`config.mk`:
```
export PLATFORM = sky130hd
export DESIGN_NAME = axi_read_data_receiver
export DESIGN_NICKNAME = d
export VERILOG_FILES = /design/src/rd_recv_pkg.sv /design/src/beat_if.sv /design/src/beat_fifo.sv /design/src/axi_read_data_receiver.sv
export VERILOG_INCLUDE_DIRS = /design/src
export SDC_FILE = /design/constraint.sdc
export NUM_CORES = 1
export LEC_CHECK = 0
export BUFFER_PORTS_ARGS = -buffer_cell sky130_fd_sc_hd__buf_4
export CELL_PAD_IN_SITES_DETAIL_PLACEMENT = 2
export CELL_PAD_IN_SITES_GLOBAL_PLACEMENT = 2
export CORE_ASPECT_RATIO = 1.4
export CORE_MARGIN = 4
export CORE_UTILIZATION = 50
export CTS_BUF_LIST = sky130_fd_sc_hd__clkbuf_8 sky130_fd_sc_hd__clkbuf_16
export DETAILED_ROUTE_END_ITERATION = 12
export PLACE_DENSITY_LB_ADDON = 0.1
export SETUP_SLACK_MARGIN = 0.5
export SLEW_MARGIN = 10
export SYNTH_ARGS = -nofsm -noshare
export SYNTH_HDL_FRONTEND = slang
export SYNTH_SLANG_ARGS = --single-unit
```
`constraint.sdc`:
```
create_clock -name core_clk -period 57.3 [get_ports core_clk]
set_input_delay 11.46 -clock core_clk [delete_from_list [all_inputs] [get_ports core_clk]]
set_output_delay 11.46 -clock core_clk [all_outputs]
set_load 0.03 [all_outputs]
```
`src/rd_recv_defines.svh`:
```
// constants and behaviour notes for the read data receiver
// Notes on behaviour
// - every beat carries a read ID whose width is a build parameter, passed through unchanged.
// - a user sideband of configurable width is taken with every beat and kept with it.
// - the trace bit is taken only when the interface is built for AXI5 or ACE-Lite.
// - a loop field is taken with every beat alongside the rest of the response.
// - the unique-ID indicator is active high and travels with each beat.
// - chunk number and chunk strobe count only on beats with chunk-valid set, else ignored.
// - chunk strobe bit n qualifies data bits 128*n+127 down to 128*n.
// - the tag carries four bits per 128 data bits, at least four, nibble n for slice n.
`ifndef RD_RECV_DEFINES_SVH
`define RD_RECV_DEFINES_SVH
`define RD_FIFO_DEPTH 8
`define RD_DATA_W 128
`define RD_ID_W 8
`define RD_USER_W 4
`define RD_LOOP_W 2
`define RD_CNUM_W 8
`define RD_SLICE_W 128
`define RD_TAG_PER_SLICE 4
`define RD_RESP_W 4
`define RD_RESP_CODE_W 2
`define RD_BEATS_W 9
`endif

```
`src/rd_recv_pkg.sv`:
```
// types shared by the read data receiver
`default_nettype none
package rd_recv_pkg;
  typedef enum logic [1:0] {
    resp_okay,
    resp_exokay,
    resp_slverr,
    resp_decerr
  } resp_e;
  typedef enum {
    txn_idle,
    txn_burst
  } txn_state_e;
endpackage
`default_nettype wire

```
`src/beat_if.sv`:
```
// valid/ready carrier for packed read beats between the receiver and its fifo
`default_nettype none
interface beat_if #(parameter int W = 8) ();
  logic valid;
  logic ready;
  logic [W-1:0] data;
  modport src (output valid, output data, input ready);
  modport snk (input valid, input data, output ready);
endinterface
`default_nettype wire

```
`src/beat_fifo.sv`:
```
// parameterised fifo with a registered ready on the filling side
`default_nettype none
module beat_fifo #(
  parameter int W = 8,
  parameter int DEPTH = 8
) (
  // clock and reset
  input wire logic core_clk,
  input wire logic sys_rst,
  // filling and draining sides
  beat_if.snk push,
  beat_if.src pop
);
  localparam int AW = (DEPTH > 1) ? $clog2(DEPTH) : 1;
  logic [W-1:0] mem [DEPTH];
  logic [AW-1:0] wr_ptr, rd_ptr, next_wr_ptr, next_rd_ptr;
  logic [AW:0] level, next_level;
  logic in_rdy, next_in_rdy;
  logic push_fire, pop_fire;

  assign push_fire = push.valid && in_rdy;
  assign pop_fire = pop.valid && pop.ready;

  always_comb begin
    next_wr_ptr = wr_ptr;
    next_rd_ptr = rd_ptr;
    next_level = level;
    if (push_fire) begin
      next_wr_ptr = (wr_ptr == AW'(DEPTH - 1)) ? '0 : wr_ptr + 1'b1;
    end
    if (pop_fire) begin
      next_rd_ptr = (rd_ptr == AW'(DEPTH - 1)) ? '0 : rd_ptr + 1'b1;
    end
    if (push_fire && !pop_fire) begin
      next_level = level + 1'b1;
    end else if (pop_fire && !push_fire) begin
      next_level = level - 1'b1;
    end
    // ready registered from the next fill level, so it never lies about room
    next_in_rdy = next_level < (AW + 1)'(DEPTH);
  end

  always_ff @(posedge core_clk) begin
    if (sys_rst) begin
      wr_ptr <= '0;
      rd_ptr <= '0;
      level <= '0;
      in_rdy <= 1'b0;
    end else begin
      wr_ptr <= next_wr_ptr;
      rd_ptr <= next_rd_ptr;
      level <= next_level;
      in_rdy <= next_in_rdy;
    end
  end

  // storage has no reset: contents are only read behind a nonzero level
  always_ff @(posedge core_clk) begin
    if (push_fire) begin
      mem[wr_ptr] <= push.data;
    end
  end

  assign push.ready = in_rdy;
  assign pop.valid = (level != '0);
  assign pop.data = mem[rd_ptr];

  AST_FIFO_BOUND: assert property (@(posedge core_clk) disable iff (sys_rst)
    level <= (AW + 1)'(DEPTH)) else $error("fifo level above depth");
  AST_FIFO_FULL_STALL: assert property (@(posedge core_clk) disable iff (sys_rst)
    level == (AW + 1)'(DEPTH) |-> !push.ready) else $error("ready high while full");
endmodule // beat_fifo
`default_nettype wire

```
`src/axi_read_data_receiver.sv`:
```
// read data channel receive side: slave beats through a fifo to the network side
`include "rd_recv_defines.svh"
`default_nettype none
module axi_read_data_receiver #(
  parameter int DATA_W = `RD_DATA_W,
  parameter int ID_W = `RD_ID_W,
  parameter int USER_W = `RD_USER_W,
  parameter int LOOP_W = `RD_LOOP_W,
  parameter int CNUM_W = `RD_CNUM_W,
  parameter int FIFO_DEPTH = `RD_FIFO_DEPTH,
  parameter bit AXI5_EN = 1'b1,
  localparam int SLICES = (DATA_W < `RD_SLICE_W) ? 1 : DATA_W / `RD_SLICE_W,
  localparam int TAG_W = `RD_TAG_PER_SLICE * SLICES
) (
  // clock and reset
  input wire logic core_clk,
  input wire logic sys_rst,
  // read data channel from the slave
  input wire logic r_valid,
  output logic r_ready,
  input wire logic [ID_W-1:0] r_id,
  input wire logic [DATA_W-1:0] r_data,
  input wire logic [`RD_RESP_W-1:0] r_resp,
  input wire logic r_last,
  input wire logic [USER_W-1:0] r_user,
  input wire logic r_trace,
  input wire logic [LOOP_W-1:0] r_loop,
  input wire logic r_idunq,
  input wire logic r_chunk_valid,
  input wire logic [CNUM_W-1:0] r_chunk_num,
  input wire logic [SLICES-1:0] r_chunk_strb,
  input wire logic [TAG_W-1:0] r_tag,
  // beats toward the network
  output logic out_valid,
  input wire logic out_ready,
  output logic [ID_W-1:0] out_id,
  output logic [DATA_W-1:0] out_data,
  output logic [`RD_RESP_W-1:0] out_resp,
  output logic out_last,
  output logic [USER_W-1:0] out_user,
  output logic out_trace,
  output logic [LOOP_W-1:0] out_loop,
  output logic out_idunq,
  output logic out_chunk_valid,
  output logic [CNUM_W-1:0] out_chunk_num,
  output logic [SLICES-1:0] out_chunk_strb,
  output logic [SLICES-1:0] out_slice_mask,
  output logic [TAG_W-1:0] out_tag,
  // transaction status
  output logic txn_done,
  output logic txn_error,
  output logic [`RD_BEATS_W-1:0] txn_beats
);
  import rd_recv_pkg::*;

  localparam int PW = ID_W + DATA_W + `RD_RESP_W + 1 + USER_W + 1 + LOOP_W + 1 + 1
    + CNUM_W + SLICES + TAG_W;

  ////////////////////////////////////////////////////////////////////////////
  // packing and fifo

  beat_if #(.W(PW)) in_if ();
  beat_if #(.W(PW)) fifo_if ();

  logic [CNUM_W-1:0] in_cnum;
  logic [SLICES-1:0] in_cstrb;
  logic in_trace;

  // chunk fields cleared when chunk-valid is low, so stale values never leak
  assign in_cnum = r_chunk_valid ? r_chunk_num : '0;
  assign in_cstrb = r_chunk_valid ? r_chunk_strb : '0;
  // trace only exists on AXI5 / ACE-Lite builds
  assign in_trace = AXI5_EN ? r_trace : 1'b0;

  // ready is a flop, so the slave sees room one edge late; the fifo depth absorbs it
  assign in_if.valid = r_valid;
  assign in_if.data = {r_id, r_data, r_resp, r_last, r_user, in_trace, r_loop, r_idunq,
    r_chunk_valid, in_cnum, in_cstrb, r_tag};
  assign r_ready = in_if.ready;

  beat_fifo #(.W(PW), .DEPTH(FIFO_DEPTH)) u_beat_fifo (
    .core_clk(core_clk),
    .sys_rst(sys_rst),
    .push(in_if.snk),
    .pop(fifo_if.src)
  );

  ////////////////////////////////////////////////////////////////////////////
  // output stage

  logic [ID_W-1:0] pop_id;
  logic [DATA_W-1:0] pop_data;
  logic [`RD_RESP_W-1:0] pop_resp;
  logic pop_last, pop_trace, pop_idunq, pop_cv;
  logic [USER_W-1:0] pop_user;
  logic [LOOP_W-1:0] pop_loop;
  logic [CNUM_W-1:0] pop_cnum;
  logic [SLICES-1:0] pop_cstrb;
  logic [TAG_W-1:0] pop_tag;
  logic pop_fire, out_fire;

  assign {pop_id, pop_data, pop_resp, pop_last, pop_user, pop_trace, pop_loop, pop_idunq,
    pop_cv, pop_cnum, pop_cstrb, pop_tag} = fifo_if.data;

  // one stage of hold: refill in the same cycle the network takes a beat
  assign fifo_if.ready = !out_valid || out_ready;
  assign pop_fire = fifo_if.valid && fifo_if.ready;
  assign out_fire = out_valid && out_ready;
  // payload regs load only on a pop, so a stalled beat cannot change under the network

  logic next_out_valid;

  always_comb begin
    next_out_valid = out_valid;
    if (pop_fire) begin
      next_out_valid = 1'b1;
    end else if (out_fire) begin
      next_out_valid = 1'b0;
    end
  end

  always_ff @(posedge core_clk) begin
    if (sys_rst) begin
      out_valid <= 1'b0;
      out_id <= '0;
      out_data <= '0;
      out_resp <= '0;
      out_last <= 1'b0;
      out_user <= '0;
      out_trace <= 1'b0;
      out_loop <= '0;
      out_idunq <= 1'b0;
      out_chunk_valid <= 1'b0;
      out_chunk_num <= '0;
      out_chunk_strb <= '0;
      out_slice_mask <= '0;
      out_tag <= '0;
    end else begin
      out_valid <= next_out_valid;
      if (pop_fire) begin
        out_id <= pop_id;
        out_data <= pop_data;
        out_resp <= pop_resp;
        out_last <= pop_last;
        out_user <= pop_user;
        out_trace <= pop_trace;
        out_loop <= pop_loop;
        out_idunq <= pop_idunq;
        out_chunk_valid <= pop_cv;
        out_chunk_num <= pop_cnum;
        out_chunk_strb <= pop_cstrb;
        // bit n of the mask covers data slice n; unchunked beats are whole
        out_slice_mask <= pop_cv ? pop_cstrb : '1;
        out_tag <= pop_tag;
      end
    end
  end

  ////////////////////////////////////////////////////////////////////////////
  // transaction tracking on the network hand-off

  txn_state_e state, next_state;
  logic [`RD_BEATS_W-1:0] beats, next_beats, next_txn_beats;
  logic err_acc, next_err_acc, next_txn_done, next_txn_error, beat_err;

  // slverr and decerr both carry the high code bit
  assign beat_err = out_resp[1];

  always_comb begin
    next_state = state;
    next_beats = beats;
    next_err_acc = err_acc;
    next_txn_done = 1'b0;
    next_txn_error = txn_error;
    next_txn_beats = txn_beats;
    case (state)
      txn_idle, txn_burst: begin
        if (out_fire) begin
          if (out_last) begin
            // the slave's last flag is the only end marker we have
            next_state = txn_idle;
            next_txn_done = 1'b1;
            next_txn_beats = beats + 1'b1;
            next_txn_error = err_acc || beat_err;
            next_beats = '0;
            next_err_acc = 1'b0;
          end else begin
            next_state = txn_burst;
            next_beats = beats + 1'b1;
            next_err_acc = err_acc || beat_err;
          end
        end
      end
      default: begin
        next_state = txn_idle;
      end
    endcase
  end

  always_ff @(posedge core_clk) begin
    if (sys_rst) begin
      state <= txn_idle;
      beats <= '0;
      err_acc <= 1'b0;
      txn_done <= 1'b0;
      txn_error <= 1'b0;
      txn_beats <= '0;
    end else begin
      state <= next_state;
      beats <= next_beats;
      err_acc <= next_err_acc;
      txn_done <= next_txn_done;
      txn_error <= next_txn_error;
      txn_beats <= next_txn_beats;
    end
  end

  ////////////////////////////////////////////////////////////////////////////
  // checks

  logic in_fire, path_start;
  assign in_fire = r_valid && r_ready;
  // beat into an empty receiver reaches the output two edges later
  assign path_start = in_fire && !fifo_if.valid && !out_valid;

  AST_OUT_HOLD: assert property (@(posedge core_clk) disable iff (sys_rst)
    out_valid && !out_ready |=> out_valid && $stable(out_data) && $stable(out_id))
    else $error("output beat changed while stalled");
  AST_ID_PATH: assert property (@(posedge core_clk) disable iff (sys_rst)
    path_start |-> ##2 out_valid && out_id == $past(r_id, 2))
    else $error("read id not carried to output");
  AST_USER_PATH: assert property (@(posedge core_clk) disable iff (sys_rst)
    path_start |-> ##2 out_user == $past(r_user, 2))
    else $error("user field not carried");
  AST_LOOP_PATH: assert property (@(posedge core_clk) disable iff (sys_rst)
    path_start |-> ##2 out_loop == $past(r_loop, 2))
    else $error("loop field not carried");
  AST_IDUNQ_PATH: assert property (@(posedge core_clk) disable iff (sys_rst)
    path_start |-> ##2 out_idunq == $past(r_idunq, 2))
    else $error("unique id flag not carried");
  AST_TAG_PATH: assert property (@(posedge core_clk) disable iff (sys_rst)
    path_start |-> ##2 out_tag == $past(r_tag, 2) && out_data == $past(r_data, 2))
    else $error("tag or data not carried");
  AST_TRACE_GATE: assert property (@(posedge core_clk) disable iff (sys_rst)
    path_start |-> ##2 out_trace == (AXI5_EN && $past(r_trace, 2)))
    else $error("trace bit wrong for build");
  AST_CHUNK_IGNORED: assert property (@(posedge core_clk) disable iff (sys_rst)
    out_valid && !out_chunk_valid |-> out_chunk_num == '0 && out_chunk_strb == '0
    && out_slice_mask == '1) else $error("chunk fields leak on unchunked beat");
  AST_SLICE_MASK: assert property (@(posedge core_clk) disable iff (sys_rst)
    out_valid && out_chunk_valid |-> out_slice_mask == out_chunk_strb)
    else $error("slice mask differs from chunk strobe");

  // one pulse per closed transaction, back to back single beats included
  AST_DONE_ON_LAST: assert property (@(posedge core_clk) disable iff (sys_rst)
    out_fire && out_last |=> txn_done)
    else $error("last beat did not close transaction");
  AST_DONE_ONLY_ON_LAST: assert property (@(posedge core_clk) disable iff (sys_rst)
    !(out_fire && out_last) |=> !txn_done)
    else $error("transaction closed without a last beat");
  AST_BEAT_COUNT: assert property (@(posedge core_clk) disable iff (sys_rst)
    out_fire && out_last |=> txn_beats == $past(beats) + 1'b1)
    else $error("beat count of closed transaction wrong");
  AST_ERR_FLAG: assert property (@(posedge core_clk) disable iff (sys_rst)
    out_fire && out_last && beat_err |=> txn_error)
    else $error("error response lost at close");
  AST_ERR_CLEAN: assert property (@(posedge core_clk) disable iff (sys_rst)
    out_fire && out_last && !beat_err && !err_acc |=> !txn_error)
    else $error("clean transaction flagged as error");
  AST_LAST_PATH: assert property (@(posedge core_clk) disable iff (sys_rst)
    path_start |-> ##2 out_last == $past(r_last, 2) && out_resp == $past(r_resp, 2))
    else $error("last flag or response not carried");
  AST_CHUNK_PATH: assert property (@(posedge core_clk) disable iff (sys_rst)
    path_start && r_chunk_valid |-> ##2 out_chunk_valid
    && out_chunk_num == $past(r_chunk_num, 2) && out_slice_mask == $past(r_chunk_strb, 2))
    else $error("chunk fields not carried");
  AST_CHUNK_CLEAR: assert property (@(posedge core_clk) disable iff (sys_rst)
    path_start && !r_chunk_valid |-> ##2 !out_chunk_valid && out_chunk_num == '0
    && out_chunk_strb == '0) else $error("chunk fields kept on unchunked beat");
  AST_TRACE_OFF: assert property (@(posedge core_clk) disable iff (sys_rst)
    !AXI5_EN |-> !out_trace)
    else $error("trace bit seen on a build without trace");
  // ready returns one edge after room appears: the price of a registered ready
  AST_READY_AFTER_POP: assert property (@(posedge core_clk) disable iff (sys_rst)
    !r_ready && pop_fire |=> r_ready)
    else $error("ready not restored after a pop");
  AST_OUT_FROM_FIFO: assert property (@(posedge core_clk) disable iff (sys_rst)
    $rose(out_valid) |-> $past(fifo_if.valid))
    else $error("output beat without a buffered beat");

  // covers: bursts, chunked return, back-pressure both ways, error closes
  COV_FULL: cover property (@(posedge core_clk) disable iff (sys_rst)
    !r_ready && out_valid && !out_ready);
  COV_BURST: cover property (@(posedge core_clk) disable iff (sys_rst)
    out_fire && !out_last ##1 out_fire && out_last);
  COV_CHUNKED: cover property (@(posedge core_clk) disable iff (sys_rst)
    out_fire && out_chunk_valid);
  COV_STALL: cover property (@(posedge core_clk) disable iff (sys_rst)
    r_valid && !r_ready);
  COV_ERROR: cover property (@(posedge core_clk) disable iff (sys_rst)
    txn_done && txn_error);
endmodule // axi_read_data_receiver
`default_nettype wire

```
==> reports/qor.yml, run 1 <==
grt_max_degree: 151
post_cts_resized: 0
vias: 27964
yosysMostFrequentCell: "edfxtp_1"
crit_chain: "buf_4 > nand2_1 > inv_1 > nand2_1 > nor3_2 > buf_4 > buf_4"
setup_viol: 0
avgViaCountPerCell: 6.04
syn-num-nets: 2820
synthTopCellsByArea: "edfxtp_1 (69%), mux4_2 (11%), dfxtp_1 (7.1%)"
routabilityCongestion: 0.726
area_growth_pct: 15.4
wl_per_cell_um: 34.1
cap_violations: 0
arrival_ns: 14.42
rsz0062_at_grt: "false"
fmax_mhz: 71.2
syn-cell-area_um2: 56300
drtPass1Iterations: 5
cts.reportedPaths.clkPinSlew_ns: 0.06
grt_usage_pct: 26.5
cpPeakStageDelay_ns: 0.84
tns_ns: 0
grt_pass1_wl_um: 229000
syn_area_per_cell_um2: 21.3
status: "finished clean"
synth_area_leader_cell: "edfxtp_1"
slowest_stage: "buf_4"
syn_inst: 2643
cts_tree: "done"
wirelength_um: 158000
antenna_found_initial: 20
start_kind: "primary input"
dieArea_um2: 118000
synth_edf_count: 1304
yosysWarnings: 0
drcViolationCount: 0
die_w_um: 292
synth_cell_types: 45
post-cts-setup-buffers: 0
drive_gt1_share_pct: 28.6
vdd_drop_max_mv: 0.0327
slew_headroom_pct: 23.5
power_per_cell_area_nw_per_um2: 45.4
cts_buffers: 145
clock_tree.buffer_depth: 3
ant_nets: 0
fin_crit_ns: 14.04
io_pins: 344
synth_common_cells: "edfxtp_1 (1304), mux4_2 (277), dfxtp_1 (200)"
first_global_vias: 31551
root_buffer: "clkbuf_16"
drt_iter0_markers: 2284
portBuffers: 343
hp-class: "flop to flop"
async_flop_share_pct: 0
cts_hold_buffers: 0
critPathKind: "primary input to flop"
path_common_cell: "buf_4"
synth_flop_cell: "edfxtp_1"
clk_latency_ns: 0.77
tightest_slew_ns: 1.15
die_h_um: 405
htreeDepth: 4
fp.coreArea_um2: 112000
ys_seq_area_share_pct: 76.6
fin_util_pct: 58.2
initial_utilization_pct: 50.4
required_ns: 57.68
grt-ovfl-total: 0
synth_top_area_share_pct: 69.5
path_max_fanout: 48
dp.final_hpwl_um: 86400
hold_violations: 0
fin_skew_ns: 0.0265
layout.nets: 3200
power_leakage_nw: 20.9
finalCritPeriodShare_pct: 24.5
cts_sinks: 1504
rows: 145
synth_seq_cells: 1504
cp-end-kind: "flop"
drv_slew: 0
## final timing paths
path                             startpoint                               end  slack (ns)  cells past startpoint
hold / removal    txn_beats[1]$_SDFFE_PP0P_         txn_beats[1]$_SDFFE_PP0P_        0.47                      2
setup / recovery                    r_valid  u_beat_fifo.mem[4][75]$_DFFE_PP_       43.26                      7
setup reg to reg                       flop          out_user[3]$_SDFFE_PP0N_       53.44                      5
hold reg to reg   txn_beats[1]$_SDFFE_PP0P_         txn_beats[1]$_SDFFE_PP0P_        0.47                      2
## where the power goes
group	switching [mW]	internal (mW)	leakage, nW
sequential	0.0541	1.27	13.4
clock	0.428	0.579	2.59
combinational	0.392	0.228	4.90
total	0.873	2.08	20.9
## flip-flops by register name, summed over array words and instances (netlist names), 8 cells and up, named ones only
name,cells
u_beat_fifo.mem,1304
out_chunk_num,8
out_data,128
txn_beats,9
out_id,8
beats,9
## layer usage
layer  part of all wire (%)  global-route usage [%]  routed length [um]  vias up
li1                       -                       -                   -    11674
met1                     39                    33.6               62100    15117
met2                     52                    46.4               82200      944
met3                    6.0                    5.82                9460      217
met4                    2.6                    7.32                4160       12
met5                  0.051                       0                  80        -
## worst max-delay path: cells and delay by family
family,cells,cell delay (ns)
buf+inv,4,1.88
simple gates,3,0.96
## metrics by stage
step	total power [mW]	hold slack, ns	worst slack [ns]	area, um^2	std cells
floorplan	1.77	0.454	29.15	56300	2643
global placement	1.91	0.454	42.80	60000	4346
detailed placement	1.96	0.461	42.65	60000	4346
CTS	2.97	0.473	43.34	65000	4616
global route	3.06	0.514	43.12	65000	4624
finish	2.95	0.470	43.26	65000	4630
## cells by family after synthesis
kind of cell / count (synthesis) / synth area share, %
XOR/XNOR: 4 / 0.0622
flip-flops: 1504 / 76.6
AND/OR/NAND/NOR: 271 / 2.02
buffers and inverters: 161 / 2.23
multiplexers: 489 / 16.3
adder cells (fa/ha/maj): 10 / 0.222
AO/OA/AOI/OAI: 204 / 2.61
## final cells by class
| type | count | area [um^2] |
|---|---|---|
| diodes | 14 | 35.0 |
| clock buffers | 160 | 3880 |
| clock inverters | 110 | 1090 |
| fillers | 9111 | 46700 |
| inverters | 6 | 22.5 |
| multi-input cells | 978 | 12000 |
| flip-flops and latches | 1504 | 43200 |
| well taps | 1470 | 1840 |
| repair buffers | 388 | 2990 |
## layout by cell type, fill, tap and decap left out, drive strengths merged, types with 2 or more instances in the layout
cell type	n
o21ai	5
bufinv	20
nand2	23
ha	10
nand3	4
a21oi	20
clkinvlp	4
nor3	22
a21o	2
nand2b	7
edfxtp	1304
clkinv	41
nand3b	2
o21a	4
mux2i	162
buf	387
mux4	326
a211oi	166
dfxtp	200
nor3b	3
nor2	191
clkbuf	161
nand4	2
diode	14
and2	9
xnor2	3
or3	4
inv	51
No activity file was read; power rests on OpenSTA's default activity.
==> run 2, diff against run 1 <==
--- a/config.mk
+++ b/config.mk
@@ -11,7 +11,7 @@
 export CELL_PAD_IN_SITES_GLOBAL_PLACEMENT = 2
 export CORE_ASPECT_RATIO = 1.4
 export CORE_MARGIN = 4
-export CORE_UTILIZATION = 50
+export CORE_UTILIZATION = 43
 export CTS_BUF_LIST = sky130_fd_sc_hd__clkbuf_8 sky130_fd_sc_hd__clkbuf_16
 export DETAILED_ROUTE_END_ITERATION = 12
 export PLACE_DENSITY_LB_ADDON = 0.1
==> constraint.sdc (replaced) <==
create_clock -name core_clk -period 12.3 [get_ports core_clk]
set_input_delay 2.46 -clock core_clk [delete_from_list [all_inputs] [get_ports core_clk]]
set_output_delay 2.46 -clock core_clk [all_outputs]
set_load 0.03 [all_outputs]
==> reports/qor.yml, run 2 (same netlist as run 1, synthesis figures left out) <==
drcViolationCount: 0  # unchanged
setup_viol: 0  # unchanged
ant_nets: 0  # unchanged
cts_sinks: 1504  # unchanged
fp.coreArea_um2: 130000  # was 112000 um^2
post-cts-setup-buffers: 0  # unchanged
largest_register_ffs: 1304  # unchanged
cts.reportedPaths.clkPinSlew_ns: 0.06  # about the same
vias: 27271  # was 27964
grt-ovfl-total: 0  # unchanged
cap_violations: 0  # unchanged
drt_iter0_markers: 1983  # was 2284
power_mw: 13.4  # was 2.95 mW
placed_cells_incl_taps: 4616  # was 4346
regMostFlops: "u_beat_fifo.mem"  # unchanged
dieArea_um2: 137000  # was 118000 um^2
arrival_ns: 5.18  # was 14.42 ns
final_common_cell: "edfxtp_1"  # unchanged
path_common_cell: "buf_4"  # unchanged
holdWs_ns: 0.460  # was 0.470 ns
wirelength_um: 144000  # was 158000 um
cts_tree: "done"  # unchanged
layout.nets: 3203  # was 3200
post-place-ws_ns: 6.68  # was 42.65 ns
drtPass1Iterations: 5  # unchanged
fin_ws_ns: 7.51  # was 43.26 ns
rsz0062_at_grt: "false"  # unchanged
status: "finished clean"  # unchanged
grt_pass1_wl_um: 213000  # was 229000 um
clk_latency_ns: 0.77  # about the same
slew_headroom_pct: 20.2  # was 23.5%
top_regs: "u_beat_fifo.mem x1304, out_data x128"  # unchanged
cts_hold_buffers: 0  # unchanged
antenna_found_initial: 26  # was 20
tightest_slew_ns: 1.20  # was 1.15 ns
tns_ns: 0  # unchanged
finalCritPeriodShare_pct: 38.9
hold_violations: 0  # unchanged
die_h_um: 436  # was 405 um
root_buffer: "clkbuf_16"  # unchanged
first_global_vias: 30903  # was 31551
area_growth_pct: 15.8  # was 15.4%
grt_usage_pct: 21.0  # was 26.5%
rows: 156  # was 145
startpoint: "r_valid"  # unchanged
nFillCells: 11366  # was 9111
path_delay_family: "buffers and inverters"  # unchanged
cts_buffers: 146  # was 145
drive_gt1_share_pct: 28.3  # was 28.6%
clock_tree.buffer_depth: 3  # unchanged
stdcell_count: 4909  # was 4630
drv_slew: 0  # unchanged
path_max_fanout: 49  # was 48
hp-class: "flop to flop"  # unchanged
fin_skew_ns: 0.0246  # was 0.0265 ns
cpPeakStageDelay_ns: 0.78  # was 0.84 ns
fmax_mhz: 209
post_cts_resized: 0  # unchanged
crit_chain: "buf_4 > nand2_1 > inv_1 > nand2_1 > nor3_4 > buf_4 > buf_4"  # was buf_4 > nand2_1 > inv_1 > nand2_1 > nor3_2 > buf_4 > buf_4
avgViaCountPerCell: 5.56  # was 6.04
start_kind: "primary input"  # unchanged
htreeDepth: 4  # unchanged
final_cell_mix: "edfxtp_1 (1304), buf_4 (385), mux4_2 (277), dfxtp_1 (197), nor2_1 (188)"  # was edfxtp_1 (1304), buf_4 (381), mux4_2 (277), dfxtp_1 (197), nor2_1 (188)
slowest_stage: "buf_4"  # unchanged
vdd_drop_max_mv: 0.333  # was 0.0327 mV
min_from: "txn_beats[1]$_SDFFE_PP0P_"  # unchanged
grt_max_degree: 190  # was 151
wl_per_cell_um: 29.3  # was 34.1 um
required_ns: 12.69  # was 57.68 ns
dp.final_hpwl_um: 81400  # was 86400 um
initial_utilization_pct: 43.5  # was 50.4%
fin_crit_ns: 4.79
cp-end-kind: "flop"  # unchanged
die_w_um: 314  # was 292 um
cp.buffers_inverters: 4  # unchanged
power_per_cell_area_nw_per_um2: 205  # was 45.4 nW/um^2
critPathKind: "primary input to flop"  # unchanged
portBuffers: 343  # unchanged
routabilityCongestion: 0.734  # was 0.726
io_pins: 344  # unchanged
power_leakage_nw: 20.9  # about the same
## run 2: cell count changes in the layout (fill, tap and decap cells not counted), moves of 2 or more
cell | before | now
buf_4 | 381 | 385
clkbuf_16 | 149 | 157
inv_1 | 45 | 42
clkinv_2 | 26 | 24
clkinvlp_4 | 4 | 0
clkinv_1 | 9 | 23
clkinv_4 | 0 | 2
inv_6 | 5 | 2
clkinv_8 | 6 | 0
clkbuf_8 | 12 | 17
diode_2 | 14 | 22
buf_12 | 6 | 4
bufinv_16 | 20 | 10
## run 2: layout make-up
class	count	area [um^2]	area share, %
antenna	22	55.1	0.0844
clock buffer	173	4150	6.36
clock inverter	98	681	1.04
inverter	6	22.5	0.0345
multi-input combinational	978	12000	18.4
sequential	1504	43200	66.2
tap	1738	2170	3.33
timing repair buffer	390	2980	4.57
## run 2: routing by layer
| layer | GRT usage (%) | vias to the layer above | routed length, um |
|---|---|---|---|
| li1 | - | 11713 | - |
| met1 | 27.4 | 14770 | 60000 |
| met5 | 0 | - | 79 |
| met3 | 5.08 | 156 | 7740 |
| met4 | 5.19 | 10 | 2480 |
| met2 | 35.6 | 622 | 73400 |
## run 2: worst register-to-register path: stages (launching register included)
cell and delay (ns):
dfxtp_4 0.93, buf_4 0.90, buf_4 0.73, mux4_2 0.62, mux2i_1 0.35, a211oi_1 0.14
## run 2: path summary, 6_finish.rpt
check                                      to  slack (ns)  cells after the start
min                 txn_beats[1]$_SDFFE_PP0P_        0.46                      2
min reg2reg         txn_beats[1]$_SDFFE_PP0P_        0.46                      2
max          u_beat_fifo.mem[4][31]$_DFFE_PP_        7.51                      7
max reg2reg        out_data[111]$_SDFFE_PP0N_        8.47                      5
## run 2: through the flow
step                      instance area (um^2)  utilization (%)
after global placement                   60400             46.6
after floorplan                          56400                -
final                                    65200             50.3
after detailed placement                 60400             46.6
after CTS                                65200             50.3
after global routing                     65200             50.3
## run 2: power by group
part | total [mW] | switching (mW) | internal [mW]
Clock | 4.50 | 1.90 | 2.60
Combinational | 2.78 | 1.72 | 1.06
Sequential | 6.12 | 0.217 | 5.91
